**src/logic/opp_cfg.svh**
```systemverilog
`ifndef OPP_CFG_SVH
`define OPP_CFG_SVH

// ****************************************************************
// Register indices; the bus byte address is four times the index.
// ****************************************************************
`define OPP_IDX_LEVELS   16'hf228
`define OPP_IDX_DRV_LO   16'hf22a
`define OPP_IDX_DRV_HI   16'hf22b
`define OPP_IDX_FUNC_LO  16'hf22c
`define OPP_IDX_FUNC_HI  16'hf22d
`define OPP_IDX_W        16

// ****************************************************************
// Field layout and reset values.
// ****************************************************************
`define OPP_PIN_CNT      4
`define OPP_FIELD_LSB    0
`define OPP_FIELD_MSB    3
`define OPP_WORD_HI_LSB  8
`define OPP_WORD_HI_MSB  11
`define OPP_RST_FIELD    4'h0

`endif

```
**src/logic/opp_pkg.sv**
```systemverilog
`default_nettype none
// ****************************************************************
// Shared types of the four-bit output port.
// ****************************************************************
package opp_pkg;

  typedef enum logic [1:0] {
    DRV_HIZ    = 2'h0,
    DRV_PCH_OD = 2'h1,
    DRV_NCH_OD = 2'h2,
    DRV_CMOS   = 2'h3
  } opp_drive_t;

  typedef enum logic [1:0] {
    FN_GENERAL = 2'h0,
    FN_ALT_A   = 2'h1,
    FN_ALT_B   = 2'h2,
    FN_ALT_C   = 2'h3
  } opp_func_t;

  typedef logic [3:0] opp_nib_t;

endpackage : opp_pkg

`default_nettype wire

```
**src/logic/opp_nib_reg.sv**
```systemverilog
`timescale 1ns/10ps
`default_nettype none
`include "opp_cfg.svh"

// ****************************************************************
// One four-bit control field with write enable.
// ****************************************************************
module opp_nib_reg
  import opp_pkg::*;
(
  input  wire logic          core_clk,
  input  wire logic          nrst,
  input  wire logic          ce,
  input  wire logic          wr_en,
  input  wire opp_pkg::opp_nib_t wdata,
  output opp_pkg::opp_nib_t      q
);

  opp_nib_t field_reg;

  always_ff @(posedge core_clk)
  begin
    if (!nrst)
      field_reg <= `OPP_RST_FIELD;
    else if (ce && wr_en)
      field_reg <= wdata;
  end

  assign q = field_reg;

endmodule : opp_nib_reg

`default_nettype wire

```
**src/logic/opp_pin_drive.sv**
```systemverilog
`timescale 1ns/10ps
`default_nettype none

// ****************************************************************
// Function select and output driver of one pin.
// ****************************************************************
module opp_pin_drive
  import opp_pkg::*;
#(
  parameter logic [3:0] CODE_OK = 4'h7
)
(
  input  wire logic                core_clk,
  input  wire logic                nrst,
  input  wire logic                ce,
  input  wire logic                level,
  input  wire opp_pkg::opp_func_t  func,
  input  wire opp_pkg::opp_drive_t drive,
  input  wire logic                alt_a,
  input  wire logic                alt_b,
  input  wire logic                alt_c,
  output logic                     pin_out,
  output logic                     pin_oe,
  output logic                     led_mode
);

  logic out_reg;
  logic oe_reg;
  logic led_reg;
  logic use_alt;
  logic alt_val;
  logic value;
  logic oe_next;

  // Unused codes fall back to the data bit rather than a dead pin.
  assign use_alt = CODE_OK[func] && (func != FN_GENERAL);
  assign alt_val = (func == FN_ALT_A) ? alt_a :
                   (func == FN_ALT_B) ? alt_b : alt_c;
  assign value   = use_alt ? alt_val : level;

  // Open drain halves drive only the level they own.
  assign oe_next = (drive == DRV_CMOS)   ? 1'b1   :
                   (drive == DRV_PCH_OD) ? value  :
                   (drive == DRV_NCH_OD) ? ~value : 1'b0;

  always_ff @(posedge core_clk)
  begin
    if (!nrst)
    begin
      out_reg <= 1'b0;
      oe_reg  <= 1'b0;
      led_reg <= 1'b1;
    end
    else if (ce)
    begin
      out_reg <= value;
      oe_reg  <= oe_next;
      led_reg <= (func == FN_GENERAL);
    end
  end

  assign pin_out  = out_reg;
  assign pin_oe   = oe_reg;
  assign led_mode = led_reg;

endmodule : opp_pin_drive

`default_nettype wire

```
**src/logic/opp_port_top.sv**
```systemverilog
// Operation
// Four output-only pins, no input path, no direction register.
// Pins follow the level register; reads return the last written value.
// Level bit n drives pin n; zero is low, one is high.
// Drive field {high,low}: Hi-Z, P open drain, N open drain, CMOS.
// All registers reset to zero; pins start Hi-Z with low data.
// Drive low register takes byte or 16-bit word; high takes bytes.
// Function low register takes byte or word covering function high.
// Secondary: slow clock on pin 0, fast clock on pin 1.
// Tertiary: PWM four, PWM five, timer one, timer two on pins 0-3.
// Quartic: PWM six on pin 2, PWM seven on pin 3.
// General output function puts the pin in LED drive mode.
// Software should pick N open drain for pins driving LEDs.
// Pins 0,1 codes: 00 general, 01 clock, 10 PWM, 11 unused.
// Pins 2,3 codes: 00 general, 01 unused, 10 timer, 11 PWM.
// Register bits 7 to 4 read zero and ignore writes.
// An alternate function replaces the data bit; drive state still applies.
`timescale 1ns/10ps
`default_nettype none
`include "opp_cfg.svh"

module opp_port_top
  import opp_pkg::*;
#(
  parameter int ADDR_W = 18
)
(
  input  wire logic              core_clk,
  input  wire logic              nrst,
  input  wire logic              ce,
  input  wire logic              psel,
  input  wire logic              penable,
  input  wire logic              pwrite,
  input  wire logic [ADDR_W-1:0] paddr,
  input  wire logic [31:0]       pwdata,
  input  wire logic [3:0]        pstrb,
  output logic [31:0]            prdata,
  output logic                   pready,
  output logic                   pslverr,
  input  wire logic              slow_clock_out,
  input  wire logic              fast_clock_out,
  input  wire logic              pwm_ch_four,
  input  wire logic              pwm_ch_five,
  input  wire logic              pwm_ch_six,
  input  wire logic              pwm_ch_seven,
  input  wire logic              timer_first_out,
  input  wire logic              timer_second_out,
  output logic [3:0]             pin_out,
  output logic [3:0]             pin_oe,
  output logic [3:0]             led_drive_mode
);

  import opp_pkg::*;

  // ****************************************************************
  // Parameter checks.
  // ****************************************************************
  if (ADDR_W < `OPP_IDX_W + 2)
  begin : g_addr_chk
    $error("ADDR_W too narrow for the register map");
  end

  // ****************************************************************
  // Address decode.
  // ****************************************************************
  localparam logic [ADDR_W-1:0] A_LEVELS  = ADDR_W'({`OPP_IDX_LEVELS, 2'h0});
  localparam logic [ADDR_W-1:0] A_DRV_LO  = ADDR_W'({`OPP_IDX_DRV_LO, 2'h0});
  localparam logic [ADDR_W-1:0] A_DRV_HI  = ADDR_W'({`OPP_IDX_DRV_HI, 2'h0});
  localparam logic [ADDR_W-1:0] A_FUNC_LO = ADDR_W'({`OPP_IDX_FUNC_LO, 2'h0});
  localparam logic [ADDR_W-1:0] A_FUNC_HI = ADDR_W'({`OPP_IDX_FUNC_HI, 2'h0});

  logic hit_levels;
  logic hit_drv_lo;
  logic hit_drv_hi;
  logic hit_func_lo;
  logic hit_func_hi;
  logic hit_any;

  assign hit_levels  = (paddr == A_LEVELS);
  assign hit_drv_lo  = (paddr == A_DRV_LO);
  assign hit_drv_hi  = (paddr == A_DRV_HI);
  assign hit_func_lo = (paddr == A_FUNC_LO);
  assign hit_func_hi = (paddr == A_FUNC_HI);
  assign hit_any     = hit_levels | hit_drv_lo | hit_drv_hi | hit_func_lo | hit_func_hi;

  // ****************************************************************
  // Bus handshake.
  // ****************************************************************
  // The answer is prepared in the setup cycle so that every bus output
  // comes from a flop; this costs one wait-free access phase only.
  logic        pready_reg;
  logic        pslverr_reg;
  logic [31:0] prdata_reg;
  logic        setup_ph;
  logic        bus_wr;

  assign setup_ph = psel & ~penable;
  assign bus_wr   = psel & penable & pwrite & pready_reg & hit_any & ce;

  // ****************************************************************
  // Write enables; a word access at a low register also fills its partner.
  // ****************************************************************
  logic     wr_levels;
  logic     wr_drv_lo;
  logic     wr_drv_hi;
  logic     wr_func_lo;
  logic     wr_func_hi;
  opp_nib_t wd_low;
  opp_nib_t wd_word_hi;

  assign wd_low     = pwdata[`OPP_FIELD_MSB:`OPP_FIELD_LSB];
  assign wd_word_hi = pwdata[`OPP_WORD_HI_MSB:`OPP_WORD_HI_LSB];

  assign wr_levels  = bus_wr & hit_levels & pstrb[0];
  assign wr_drv_lo  = bus_wr & hit_drv_lo & pstrb[0];
  assign wr_drv_hi  = bus_wr & ((hit_drv_hi & pstrb[0]) | (hit_drv_lo & pstrb[1]));
  assign wr_func_lo = bus_wr & hit_func_lo & pstrb[0];
  assign wr_func_hi = bus_wr & ((hit_func_hi & pstrb[0]) | (hit_func_lo & pstrb[1]));

  // ****************************************************************
  // Register file.
  // ****************************************************************
  opp_nib_t levels_q;
  opp_nib_t drv_lo_q;
  opp_nib_t drv_hi_q;
  opp_nib_t func_lo_q;
  opp_nib_t func_hi_q;

  // Every field resets to zero: Hi-Z drive, general function, low data.
  opp_nib_reg u_levels (
    .core_clk (core_clk),
    .nrst     (nrst),
    .ce       (ce),
    .wr_en    (wr_levels),
    .wdata    (wd_low),
    .q        (levels_q)
  );

  opp_nib_reg u_drv_lo (
    .core_clk (core_clk),
    .nrst     (nrst),
    .ce       (ce),
    .wr_en    (wr_drv_lo),
    .wdata    (wd_low),
    .q        (drv_lo_q)
  );

  opp_nib_reg u_drv_hi (
    .core_clk (core_clk),
    .nrst     (nrst),
    .ce       (ce),
    .wr_en    (wr_drv_hi),
    .wdata    (hit_drv_lo ? wd_word_hi : wd_low),
    .q        (drv_hi_q)
  );

  opp_nib_reg u_func_lo (
    .core_clk (core_clk),
    .nrst     (nrst),
    .ce       (ce),
    .wr_en    (wr_func_lo),
    .wdata    (wd_low),
    .q        (func_lo_q)
  );

  opp_nib_reg u_func_hi (
    .core_clk (core_clk),
    .nrst     (nrst),
    .ce       (ce),
    .wr_en    (wr_func_hi),
    .wdata    (hit_func_lo ? wd_word_hi : wd_low),
    .q        (func_hi_q)
  );

  // ****************************************************************
  // Read data; upper nibbles of each byte read as zero.
  // ****************************************************************
  logic [31:0] rd_mux;

  assign rd_mux = hit_levels  ? {28'h0000000, levels_q} :
                  hit_drv_lo  ? {16'h0000, 4'h0, drv_hi_q, 4'h0, drv_lo_q} :
                  hit_drv_hi  ? {28'h0000000, drv_hi_q} :
                  hit_func_lo ? {16'h0000, 4'h0, func_hi_q, 4'h0, func_lo_q} :
                  hit_func_hi ? {28'h0000000, func_hi_q} : 32'h00000000;

  always_ff @(posedge core_clk)
  begin
    if (!nrst)
    begin
      pready_reg  <= 1'b0;
      pslverr_reg <= 1'b0;
      prdata_reg  <= 32'h00000000;
    end
    else if (ce)
    begin
      pready_reg  <= setup_ph;
      pslverr_reg <= setup_ph & ~hit_any;
      prdata_reg  <= (setup_ph & ~pwrite) ? rd_mux : 32'h00000000;
    end
  end

  assign prdata  = prdata_reg;
  assign pready  = pready_reg;
  assign pslverr = pslverr_reg;

  // ****************************************************************
  // Pin drivers, one per output pin; there is no input path at all.
  // ****************************************************************
  // Clock sources pass through a flop, so a fast clock is only carried
  // faithfully when it runs well below half the core clock.
  logic [3:0] alt_a_src;
  logic [3:0] alt_b_src;
  logic [3:0] alt_c_src;

  assign alt_a_src = {1'b0, 1'b0, fast_clock_out, slow_clock_out};
  assign alt_b_src = {timer_second_out, timer_first_out, pwm_ch_five, pwm_ch_four};
  assign alt_c_src = {pwm_ch_seven, pwm_ch_six, 1'b0, 1'b0};

  for (genvar i = 0; i < `OPP_PIN_CNT; i++)
  begin : g_pin
    opp_pin_drive #(
      .CODE_OK ((i < 2) ? 4'h7 : 4'hd)
    ) u_pin (
      .core_clk (core_clk),
      .nrst     (nrst),
      .ce       (ce),
      .level    (levels_q[i]),
      .func     (opp_func_t'({func_hi_q[i], func_lo_q[i]})),
      .drive    (opp_drive_t'({drv_hi_q[i], drv_lo_q[i]})),
      .alt_a    (alt_a_src[i]),
      .alt_b    (alt_b_src[i]),
      .alt_c    (alt_c_src[i]),
      .pin_out  (pin_out[i]),
      .pin_oe   (pin_oe[i]),
      .led_mode (led_drive_mode[i])
    );
  end

endmodule : opp_port_top

`default_nettype wire

```
**config.mk**
```make
export PLATFORM = sky130hd
export DESIGN_NAME = opp_port_top
export DESIGN_NICKNAME = d
export VERILOG_FILES = /design/src/logic/opp_pkg.sv /design/src/logic/opp_nib_reg.sv /design/src/logic/opp_pin_drive.sv /design/src/logic/opp_port_top.sv
export VERILOG_INCLUDE_DIRS = /design/src /design/src/logic
export SDC_FILE = /design/constraint.sdc
export NUM_CORES = 1
export LEC_CHECK = 0
export BUFFER_PORTS_ARGS = -buffer_cell sky130_fd_sc_hd__buf_2
export CAP_MARGIN = 20
export CORE_ASPECT_RATIO = 0.8
export CORE_MARGIN = 2
export CORE_UTILIZATION = 40
export CTS_CLUSTER_SIZE = 28
export DETAILED_ROUTE_END_ITERATION = 8
export PLACE_DENSITY_LB_ADDON = 0.12
export SETUP_SLACK_MARGIN = 0.2
export SYNTH_ARGS = -nofsm -noshare
export SYNTH_HDL_FRONTEND = slang
export SYNTH_HIERARCHICAL = 1
export SYNTH_SLANG_ARGS = --single-unit
export TNS_END_PERCENT = 100
```
**constraint.sdc**
```tcl
create_clock -name core_clk -period 2 [get_ports core_clk]
set_input_delay 0.4 -clock core_clk [delete_from_list [all_inputs] [get_ports core_clk]]
set_output_delay 0.4 -clock core_clk [all_outputs]
set_load 0.01 [all_outputs]
```
; ---- After elaboration in Yosys (flattened, before gate mapping)
; Index checks and enable logic that the tools add are counted.
[totals]
register_bits = 66
latchBits = 0
mem_bits_rw = 0
romBits = 0
in_bits = 68
word_cells = 139
n_memories = 0
[op_classes]
addsub = 0
multipliers = 0
div_mod_pow = 0
magnitude_cmp = 4
n_eq_ne = 25
shifts = 0
muxes = 40
bitwise = 33
reduce_logical = 17
[op_table]
columns = cell, count
row1 = $eq 18x18->1 const B, 5
row2 = $mux 12, 5
row3 = $mux 1, 28
row4 = $eq 2x2->1 const B, 12
row5 = $and 1x1->1, 20
row6 = $eq 2x1->1 const B, 8
row7 = $lt 2x3->1 const B, 4
row8 = $mux 4, 3
row9 = $logic_and 1x1->1, 9
row10 = $bmux 1 s2, 4
row11 = $logic_not 2->1, 4
row12 = $reduce_bool 2->1, 4
row13 = $not 1->1, 7
row14 = $or 1x1->1, 6

; ---- Longest topological paths before layout
; Gate-level depths: netlist of run 1.
[depth]
depth_word = 10
ltp_mapped = 7
ltp_nobuf = 6

; ---- Modules after synthesis
; Netlist of run 1, hierarchy kept.
[by_module_without_submodules]
columns = mod, instances, cells_each, area_each_um2
row1 = opp_port_top, 1, 133, 1116.1
row2 = opp_nib_reg, 5, 18, 168.9
row3 = opp_pin_drive (g_pin[0].u_pin ...), 2, 23, 212.7
row4 = opp_pin_drive (g_pin[2].u_pin ...), 2, 16, 155.1

; ---- Least setup slack after synthesis of run 1
; Ideal clock, no wire load.
[synth_path]
kind = input-to-reg
from = in paddr[9]
to = reg u_drv_hi.field_reg[0], in the netlist u_drv_hi/q[0]
setup_ns = 0.115
t_arrival_ns = 1.906
t_required_ns = 1.885
setup_slack_ns = -0.021
stages = 6
path_cell_list = or3b_2 nor3_1 nand3_1 nor3b_1 and2_4 o21ai_2
[synth_via]
elab_chain_len = 9
elab_cells_between_ends = 17
cone_classes = eq/ne: 5 / mux: 1 / bitwise: 10 / reduce/logical: 1
[synth_rtl]
columns = element, line_no
row1 = start: declaration, opp_port_top.sv:34  ; input wire logic [ADDR_W-1:0] paddr,
row2 = "$eq 18x18->1, on equally long branches", "opp_port_top.sv:79, opp_port_top.sv:80"
row3 = $or 1x1->1 (4 in a row), opp_port_top.sv:84  ; assign hit_any = hit_levels | hit_drv_lo | hit_drv_hi | hit_func_lo | hit_func_hi;
row4 = $and 1x1->1 (2 in a row), opp_port_top.sv:98  ; assign bus_wr = psel & penable & pwrite & pready_reg & hit_any & ce;
row5 = $and 1x1->1 *, opp_port_top.sv:116  ; assign wr_drv_hi = bus_wr & ((hit_drv_hi & pstrb[0]) | (hit_drv_lo & pstrb[1]));
row6 = via wr_drv_hi, opp_port_top.sv:105  ; logic wr_drv_hi;
row7 = $logic_and 1x1->1 *, opp_nib_reg.sv:25  ; else if (ce && wr_en)
row8 = end signal: assignment, opp_nib_reg.sv:24  ; field_reg <= `OPP_RST_FIELD;
row9 = end signal: assignment, opp_nib_reg.sv:26  ; field_reg <= wdata;
row10 = end: declaration, opp_nib_reg.sv:19  ; opp_nib_t field_reg;
; The timed path passes the listed nets; every way through them passes the cells marked *.
; A chain may end at the register's enable or synchronous reset.

; ---- Worst setup path in the final report of run 1
[layout_path]
from = in paddr[1]
to = reg prdata_reg[3], in the netlist prdata[3]
[layout_via]
elab_chain_len = 7
elab_cells_between_ends = 11
cone_classes = eq/ne: 5 / mux: 6
[layout_rtl]
columns = element, line_no
row1 = $eq 18x18->1, opp_port_top.sv:83  ; assign hit_func_hi = (paddr == A_FUNC_HI);
row2 = $mux 4, opp_port_top.sv:184  ; hit_func_hi ? {28'h0000000, func_hi_q} : 32'h00000000;
row3 = $mux 12, opp_port_top.sv:183  ; hit_func_lo ? {16'h0000, 4'h0, func_hi_q, 4'h0, func_lo_q} :
row4 = $mux 12, opp_port_top.sv:182  ; hit_drv_hi ? {28'h0000000, drv_hi_q} :
row5 = $mux 12, opp_port_top.sv:181  ; hit_drv_lo ? {16'h0000, 4'h0, drv_hi_q, 4'h0, drv_lo_q} :
row6 = $mux 12 *, opp_port_top.sv:180  ; assign rd_mux = hit_levels ? {28'h0000000, levels_q} :
row7 = $mux 12 *, opp_port_top.sv:198  ; prdata_reg <= (setup_ph & ~pwrite) ? rd_mux : 32'h00000000;
row8 = end signal: assignment, opp_port_top.sv:198
row9 = end: declaration, opp_port_top.sv:93  ; logic [31:0] prdata_reg;
; Mark *: on every way between the ends. The rest lies on a longest branch, timed or not.

==> results of run 1 <==
[final cells by class]
type	instances	area (um^2)	share of cell area [%]
clock buffers	6	82.58	2.515
repair buffers	84	473.0	14.41
flip-flops and latches	42	840.8	25.61
multi-input cells	240	1728	52.63
inverters	11	41.29	1.258
clock inverters	2	12.51	0.3811
well taps	84	105.1	3.201
[worst min path at each step]
stage | from | to | slack (ns) | cells after the start
floorplan | u_levels/q[0]$_SDFFE_PN0P_ | u_levels/q[0]$_SDFFE_PN0P_ | 0.45 | 2
finish | nrst | g_pin[0].u_pin/led_mode$_SDFFE_PN1P_ | 0.35 | 2
CTS | nrst | g_pin[0].u_pin/led_mode$_SDFFE_PN1P_ | 0.33 | 2
global placement | prdata[11]$_SDFFE_PN0P_ | prdata[11]$_SDFFE_PN0P_ | 0.44 | 2
global route | nrst | g_pin[0].u_pin/led_mode$_SDFFE_PN1P_ | 0.35 | 2
detailed placement | prdata[11]$_SDFFE_PN0P_ | prdata[11]$_SDFFE_PN0P_ | 0.44 | 2
[power by group through the flow]
stage,clock [W],combinational (W),sequential [W]
6_report,0.000588,0.000220,0.000846
5_1_grt,0.000652,0.000241,0.000847
4_1_cts,0.000609,0.000218,0.000846
3_5_place_dp,0,0.000217,0.000866
3_3_place_gp,0,0.000215,0.000865
2_1_floorplan,0,0.000145,0.000869
[through the flow]
| stage | area [um^2] | hold slack [ns] | TNS (ns) | power, W | instances |
|---|---|---|---|---|---|
| 3_3_place_gp | 3179 | 0.4382 | -0.2004 | 0.001080 | 460 |
| 5_1_grt | 3283 | 0.3470 | 0 | 0.001740 | 469 |
| 2_1_floorplan | 2829 | 0.4477 | 0 | 0.001014 | 326 |
| 3_5_place_dp | 3179 | 0.4433 | -0.3142 | 0.001083 | 460 |
| 4_1_cts | 3274 | 0.3335 | 0 | 0.001672 | 468 |
| 6_report | 3283 | 0.3482 | 0 | 0.001654 | 469 |
[worst max-delay path, delay by kind of cell]
family / cells / cell delay (ns)
AO/OA/AOI/OAI: 2 / 0.41
AND/OR/NAND/NOR: 2 / 0.93
buffers and inverters: 2 / 0.27
[cell usage in the layout, fill, tap and decap left out, types with 6 or more instances in the layout]
cell type	Yosys	layout
nor2b_1	12	12
buf_2	0	63
nand2_1	30	30
o21ai_2	20	20
o21ai_0	10	10
mux2_2	8	8
clkbuf_8	0	6
mux2i_1	7	7
dfxtp_1	42	42
and2b_1	6	6
nand4_1	22	22
conb_1	1	26
buf_4	24	21
inv_1	10	10
ha_1	6	6
[cell families (layout without fill, tap and decap cells)]
logic type | after synthesis | count (layout) | synth area share (%)
simple gates | 119 | 119 | 27.93
flops | 42 | 42 | 31.18
fa+ha+maj | 6 | 6 | 2.784
other cells | 1 | 26 | 0.1391
compound gates | 72 | 72 | 21.21
mux | 17 | 17 | 7.054
buf+inv | 44 | 103 | 9.698
[what timing repair did]
item,4_1_cts,5_1_grt
buffers inserted,0,1
endpoints found under the hold margin,0,0
endpoints found under the setup margin,0,4
resized for setup,0,1
[routing by layer]
metal,track usage [%],share of wire [%],vias to the layer above
met5,0,0,-
met3,3.204,4.7,5
met1,27.95,49,1148
li1,-,-,1239
met2,29.37,46,66
met4,4.286,0.68,0
==> run_results.csv, run 1 <==
group,metric,value,unit
setup_path,timing.rr.start,"u_func_hi/q[1]$_SDFFE_PN0P_",
power_and_ir_drop,sw_frac_of_total,26.96,%
synth,avgSynthCellArea,8.958,um^2
power_and_ir_drop,ir_drop,0.0003111,V
route,via_count,2458,
timing,max_freq,563.6,MHz
synth,synth_area,0.002696,mm^2
grt,track_usage,19.14,%
setup_path,worst_r2r_endpoint,"g_pin[1].u_pin/pin_oe$_SDFFE_PN0P_",
flow_run,maxCapViolations,0,
setup_path,crit_required,2.23,ns
place,dp_hpwl,5387,um
synth,yosysSeqAreaShare,31.18,%
power_and_ir_drop,p_clk_share,35.5,%
clock_tree,cts_max_level,2,
clock_tree,cts_buffers,5,
timing,setup_slack,0.2257,ns
setup_path,crit_chain,"buf_2, or4b_4, buf_4, nor4_4, a41o_1, o311a_1",
power_and_ir_drop,p_per_area,503.7,mW/mm^2
power_and_ir_drop,cellLeakagePower,1.464,nW
timing,finalClockSkew,0.001913,ns
cells_and_area,largest_reg_flops,8,
floorplan,ios,114,
route,drt_iter0_markers,115,
timing,final-setup-viol-count,0,
cells_and_area,nets,458,
synth,async_flop_share,0,%
cells_and_area,postLayoutCoreUtil,50.97,%
route,firstDrtPassIters,4,
grt,antenna_found_initial,0,
grt,grt_overflow,0,
setup_path,cp_data_arrival_time,2.01,ns
floorplan,core-area,0.006441,mm^2
power_and_ir_drop,p_int,0.001208,W
timing,hold_viol_final,0,
setup_path,crit_end,"prdata[3]$_SDFFE_PN0P_",
floorplan,rows,26,
cells_and_area,drive_above_1_share,37.92,%
power_and_ir_drop,p_comb_share,13.3,%
cells_and_area,nFillCells,670,
synth,ys_ff_latch,42,
route,wl_per_cell,15.09,um
clock_tree,tritoncts,"done",
synth,ys_warn_count,6,
timing,slew_viol_final,0,
synth,synth.most_common_cell,"dfxtp_1",
power_and_ir_drop,switchingPower,0.0004459,W
floorplan,die_area,0.007418,mm^2
synth,yosys-top-cells-count,"dfxtp_1, nand2_1, buf_4, nand4_1, o21ai_2",
timing,finalCriticalPeriod,1.774,ns
clock_tree,cts_buffer_depth,2,
synth,synth_top_cell_area_share,31.18,%
setup_path,reg2regPathDepth,5,
floorplan,fp.dieW,95.80,um
setup_path,startpoint_type,"input port",
route,detail_route.vias_per_cell,5.241,
setup_path,worstPathMaxFanout,5,
floorplan,start_util,41.86,%
synth,netlist_top_cells_area,"dfxtp_1, buf_4, o21ai_2",
synth,synth_cell_type_count,50,
power_and_ir_drop,seqPwrFrac,51.1,%
grt,grt_pass1_wl,11120,um
floorplan,die_h,77.44,um
synth,synth_top_area_cell,"dfxtp_1",
cells_and_area,syn_to_final_growth,21.76,%
setup_path,critPathSlowestCell,"or4b_4",
route,drc,0,
clock_tree,insertion_delay,0.29,ns
timing,period_share,88.71,%
place,io_buffers,63,
setup_path,slowest_delay,0.59,ns
setup_path,critPathCaptureType,"flop",
clock_tree,path_clk_slew,0.08,ns
cells_and_area,insertedDiodeCount,0,
synth,synth-edff-count,0,
clock_tree,hold_buffers,0,
worst_hold_path,holdCritPathClass,"in -> reg",
clock_tree,cts_root_buf,"clkbuf_8",
setup_path,path_class,"in -> reg",
synth,synth_cells,301,
timing,rsz0062_at_grt,"yes",
grt,grt_start_max_net_pins,29,
run_status,outcome,"finished clean",
grt,first_global_vias,2256,
route,final_antenna_net_count,0,
setup_path,startpoint,"paddr[1]",
route,finalWirelength,7078,um
place,gp_congestion,0.8072,
setup_path,r2r_slack,0.37,ns
place,preCtsSetupSlack,-0.06103,ns
clock_tree,cts.sinks,42,
synth,synth-main-ff-cell,"dfxtp_1",
Note: power is estimated with default switching activity, not from simulation.
==> run 2: changes to the inputs <==
CELL_PAD_IN_SITES_DETAIL_PLACEMENT = 0   (was not set)
CELL_PAD_IN_SITES_GLOBAL_PLACEMENT = 1   (was not set)
CORE_UTILIZATION = 31   (was 40)
GPL_ROUTABILITY_DRIVEN = 1   (was not set)
==> run_results.csv, run 2 (synthesized netlist as in run 1, its figures left out) <==
group,metric,value,unit
route,wl_per_cell,14.99,um
timing,fin_hold_ws,0.4199,ns
floorplan,die_h,87.42,um
cells_and_area,largest_reg_flops,8,
timing,hold_viol_final,0,
timing,max_slew_margin,65.46,%
clock_tree,cts_root_buf,"clkbuf_8",
clock_tree,tritoncts,"done",
clock_tree,hold_buffers,0,
setup_path,crit_required,2.17,ns
clock_tree,post_cts_resized,0,
setup_path,path_class,"reg -> reg",
route,via_count,2478,
place,io_buffers,63,
timing,finalCriticalPeriod,1.735,ns
timing,max_freq,576.4,MHz
route,final_antenna_net_count,0,
clock_tree,cts.sinks,42,
route,drc,0,
grt,grt_pass1_wl,11780,um
cells_and_area,nets,459,
clock_tree,path_clk_slew,0.08,ns
grt,first_global_vias,2212,
run_status,outcome,"finished clean",
grt,antenna_found_initial,0,
setup_path,cp_data_arrival_time,1.90,ns
clock_tree,cts_buffer_depth,2,
place,post_dp_cell_area,0.003254,mm^2
worst_hold_path,holdCritPathClass,"in -> reg",
timing,rsz0062_at_grt,"no",
grt,track_usage,16.32,%
flow_run,maxCapViolations,0,
route,detail_route.vias_per_cell,4.966,
power_and_ir_drop,cellLeakagePower,1.482,nW
cells_and_area,drive_above_1_share,37.56,%
floorplan,core-area,0.008483,mm^2
timing,period_share,86.74,%
route,firstDrtPassIters,4,
cells_and_area,syn_to_final_growth,24.73,%
route,drt_iter0_markers,111,
grt,grt_start_max_net_pins,56,
cells_and_area,most-common-layout-cells,"buf_2, dfxtp_1, nand2_1, conb_1, nand4_1",
clock_tree,cts_buffers,5,
place,dp_hpwl,5745,um
floorplan,fp.dieW,108.3,um
floorplan,die_area,0.009464,mm^2
place,gp_congestion,0.7982,
cells_and_area,postLayoutCoreUtil,39.65,%
grt,grt_overflow,0,
timing,slew_viol_final,0,
cells_and_area,final_common_cell,"buf_2",
floorplan,rows,30,
power_and_ir_drop,p_total,0.001758,W
power_and_ir_drop,p_per_area,522.8,mW/mm^2
floorplan,start_util,31.78,%
timing,worstMarginPinSlew,0.5050,ns
timing,finalClockSkew,0.005055,ns
timing,final-setup-viol-count,0,
cells_and_area,fin_area,0.003363,mm^2
clock_tree,insertion_delay,0.30,ns
floorplan,ios,114,
setup_path,critPathCaptureType,"flop",
setup_path,startpoint_type,"flop",
setup_path,worstPathMaxFanout,4,
clock_tree,post-cts-setup-buffer-count,0,
power_and_ir_drop,ir_drop,0.0003010,V
route,finalWirelength,7480,um
clock_tree,cts_max_level,2,
[run 2: cell count changes in the layout (fill, tap and decap cells not counted), sizes merged]
cell / change
clkinvlp: -1
buf: +1
bufinv: +1
clkinv: -1
clkbuf: +1
diode: +1
[run 2: final cells by class]
cell class | instances | area, um^2
timing repair buffer | 85 | 505.5
clock buffer | 7 | 76.32
clock inverter | 1 | 30.03
multi-input combinational | 240 | 1727
fill | 902 | 5120
inverter | 11 | 41.29
sequential | 42 | 840.8
tap | 112 | 140.1
antenna | 1 | 2.502
[run 2: final timing paths]
check | start | endpoint | slack, ns | cells after the start
setup / recovery | u_func_lo/q[0]$_SDFFE_PN0P_ | g_pin[0].u_pin/pin_oe$_SDFFE_PN0P_ | 0.27 | 5
hold reg to reg | prdata[10]$_SDFFE_PN0P_ | prdata[10]$_SDFFE_PN0P_ | 0.45 | 2
setup reg to reg | u_func_lo/q[0]$_SDFFE_PN0P_ | g_pin[0].u_pin/pin_oe$_SDFFE_PN0P_ | 0.27 | 5
hold / removal | pwdata[3] | u_func_lo/q[3]$_SDFFE_PN0P_ | 0.42 | 3
[run 2: through the flow]
stage               instances  TNS [ns]  worst slack (ns)
CTS                       498         0            0.2722
detailed placement        490   -0.4961          -0.05197
global route              498         0            0.2037
floorplan                 326         0            0.1141
finish                    499         0            0.2651
global placement          490   -0.4001          -0.03429
[run 2: worst max-delay path, stage by stage, from the launching register on]
cell and delay (ns):
dfxtp_1 0.39, inv_1 0.08, ha_1 0.21, mux2_4 0.30, a2111oi_0 0.52, a211oi_1 0.09
[run 2: where the power goes]
| part | internal [W] | leakage (nW) | switching (W) |
|---|---|---|---|
| Clock | 0.000374 | 0.0525 | 0.000304 |
| Sequential | 0.000843 | 0.340 | 0.00000323 |
| Combinational | 0.0000950 | 1.09 | 0.000139 |
| Total | 0.00131 | 1.48 | 0.000447 |
[run 2: per-layer routing]
layer  up-vias  GRT usage, %  wire (um)
met4         0         3.846         66
li1       1240             -          -
met1      1167         24.94       3943
met2        63         23.50       3098
met5         -             0          0
met3         8         2.842        372
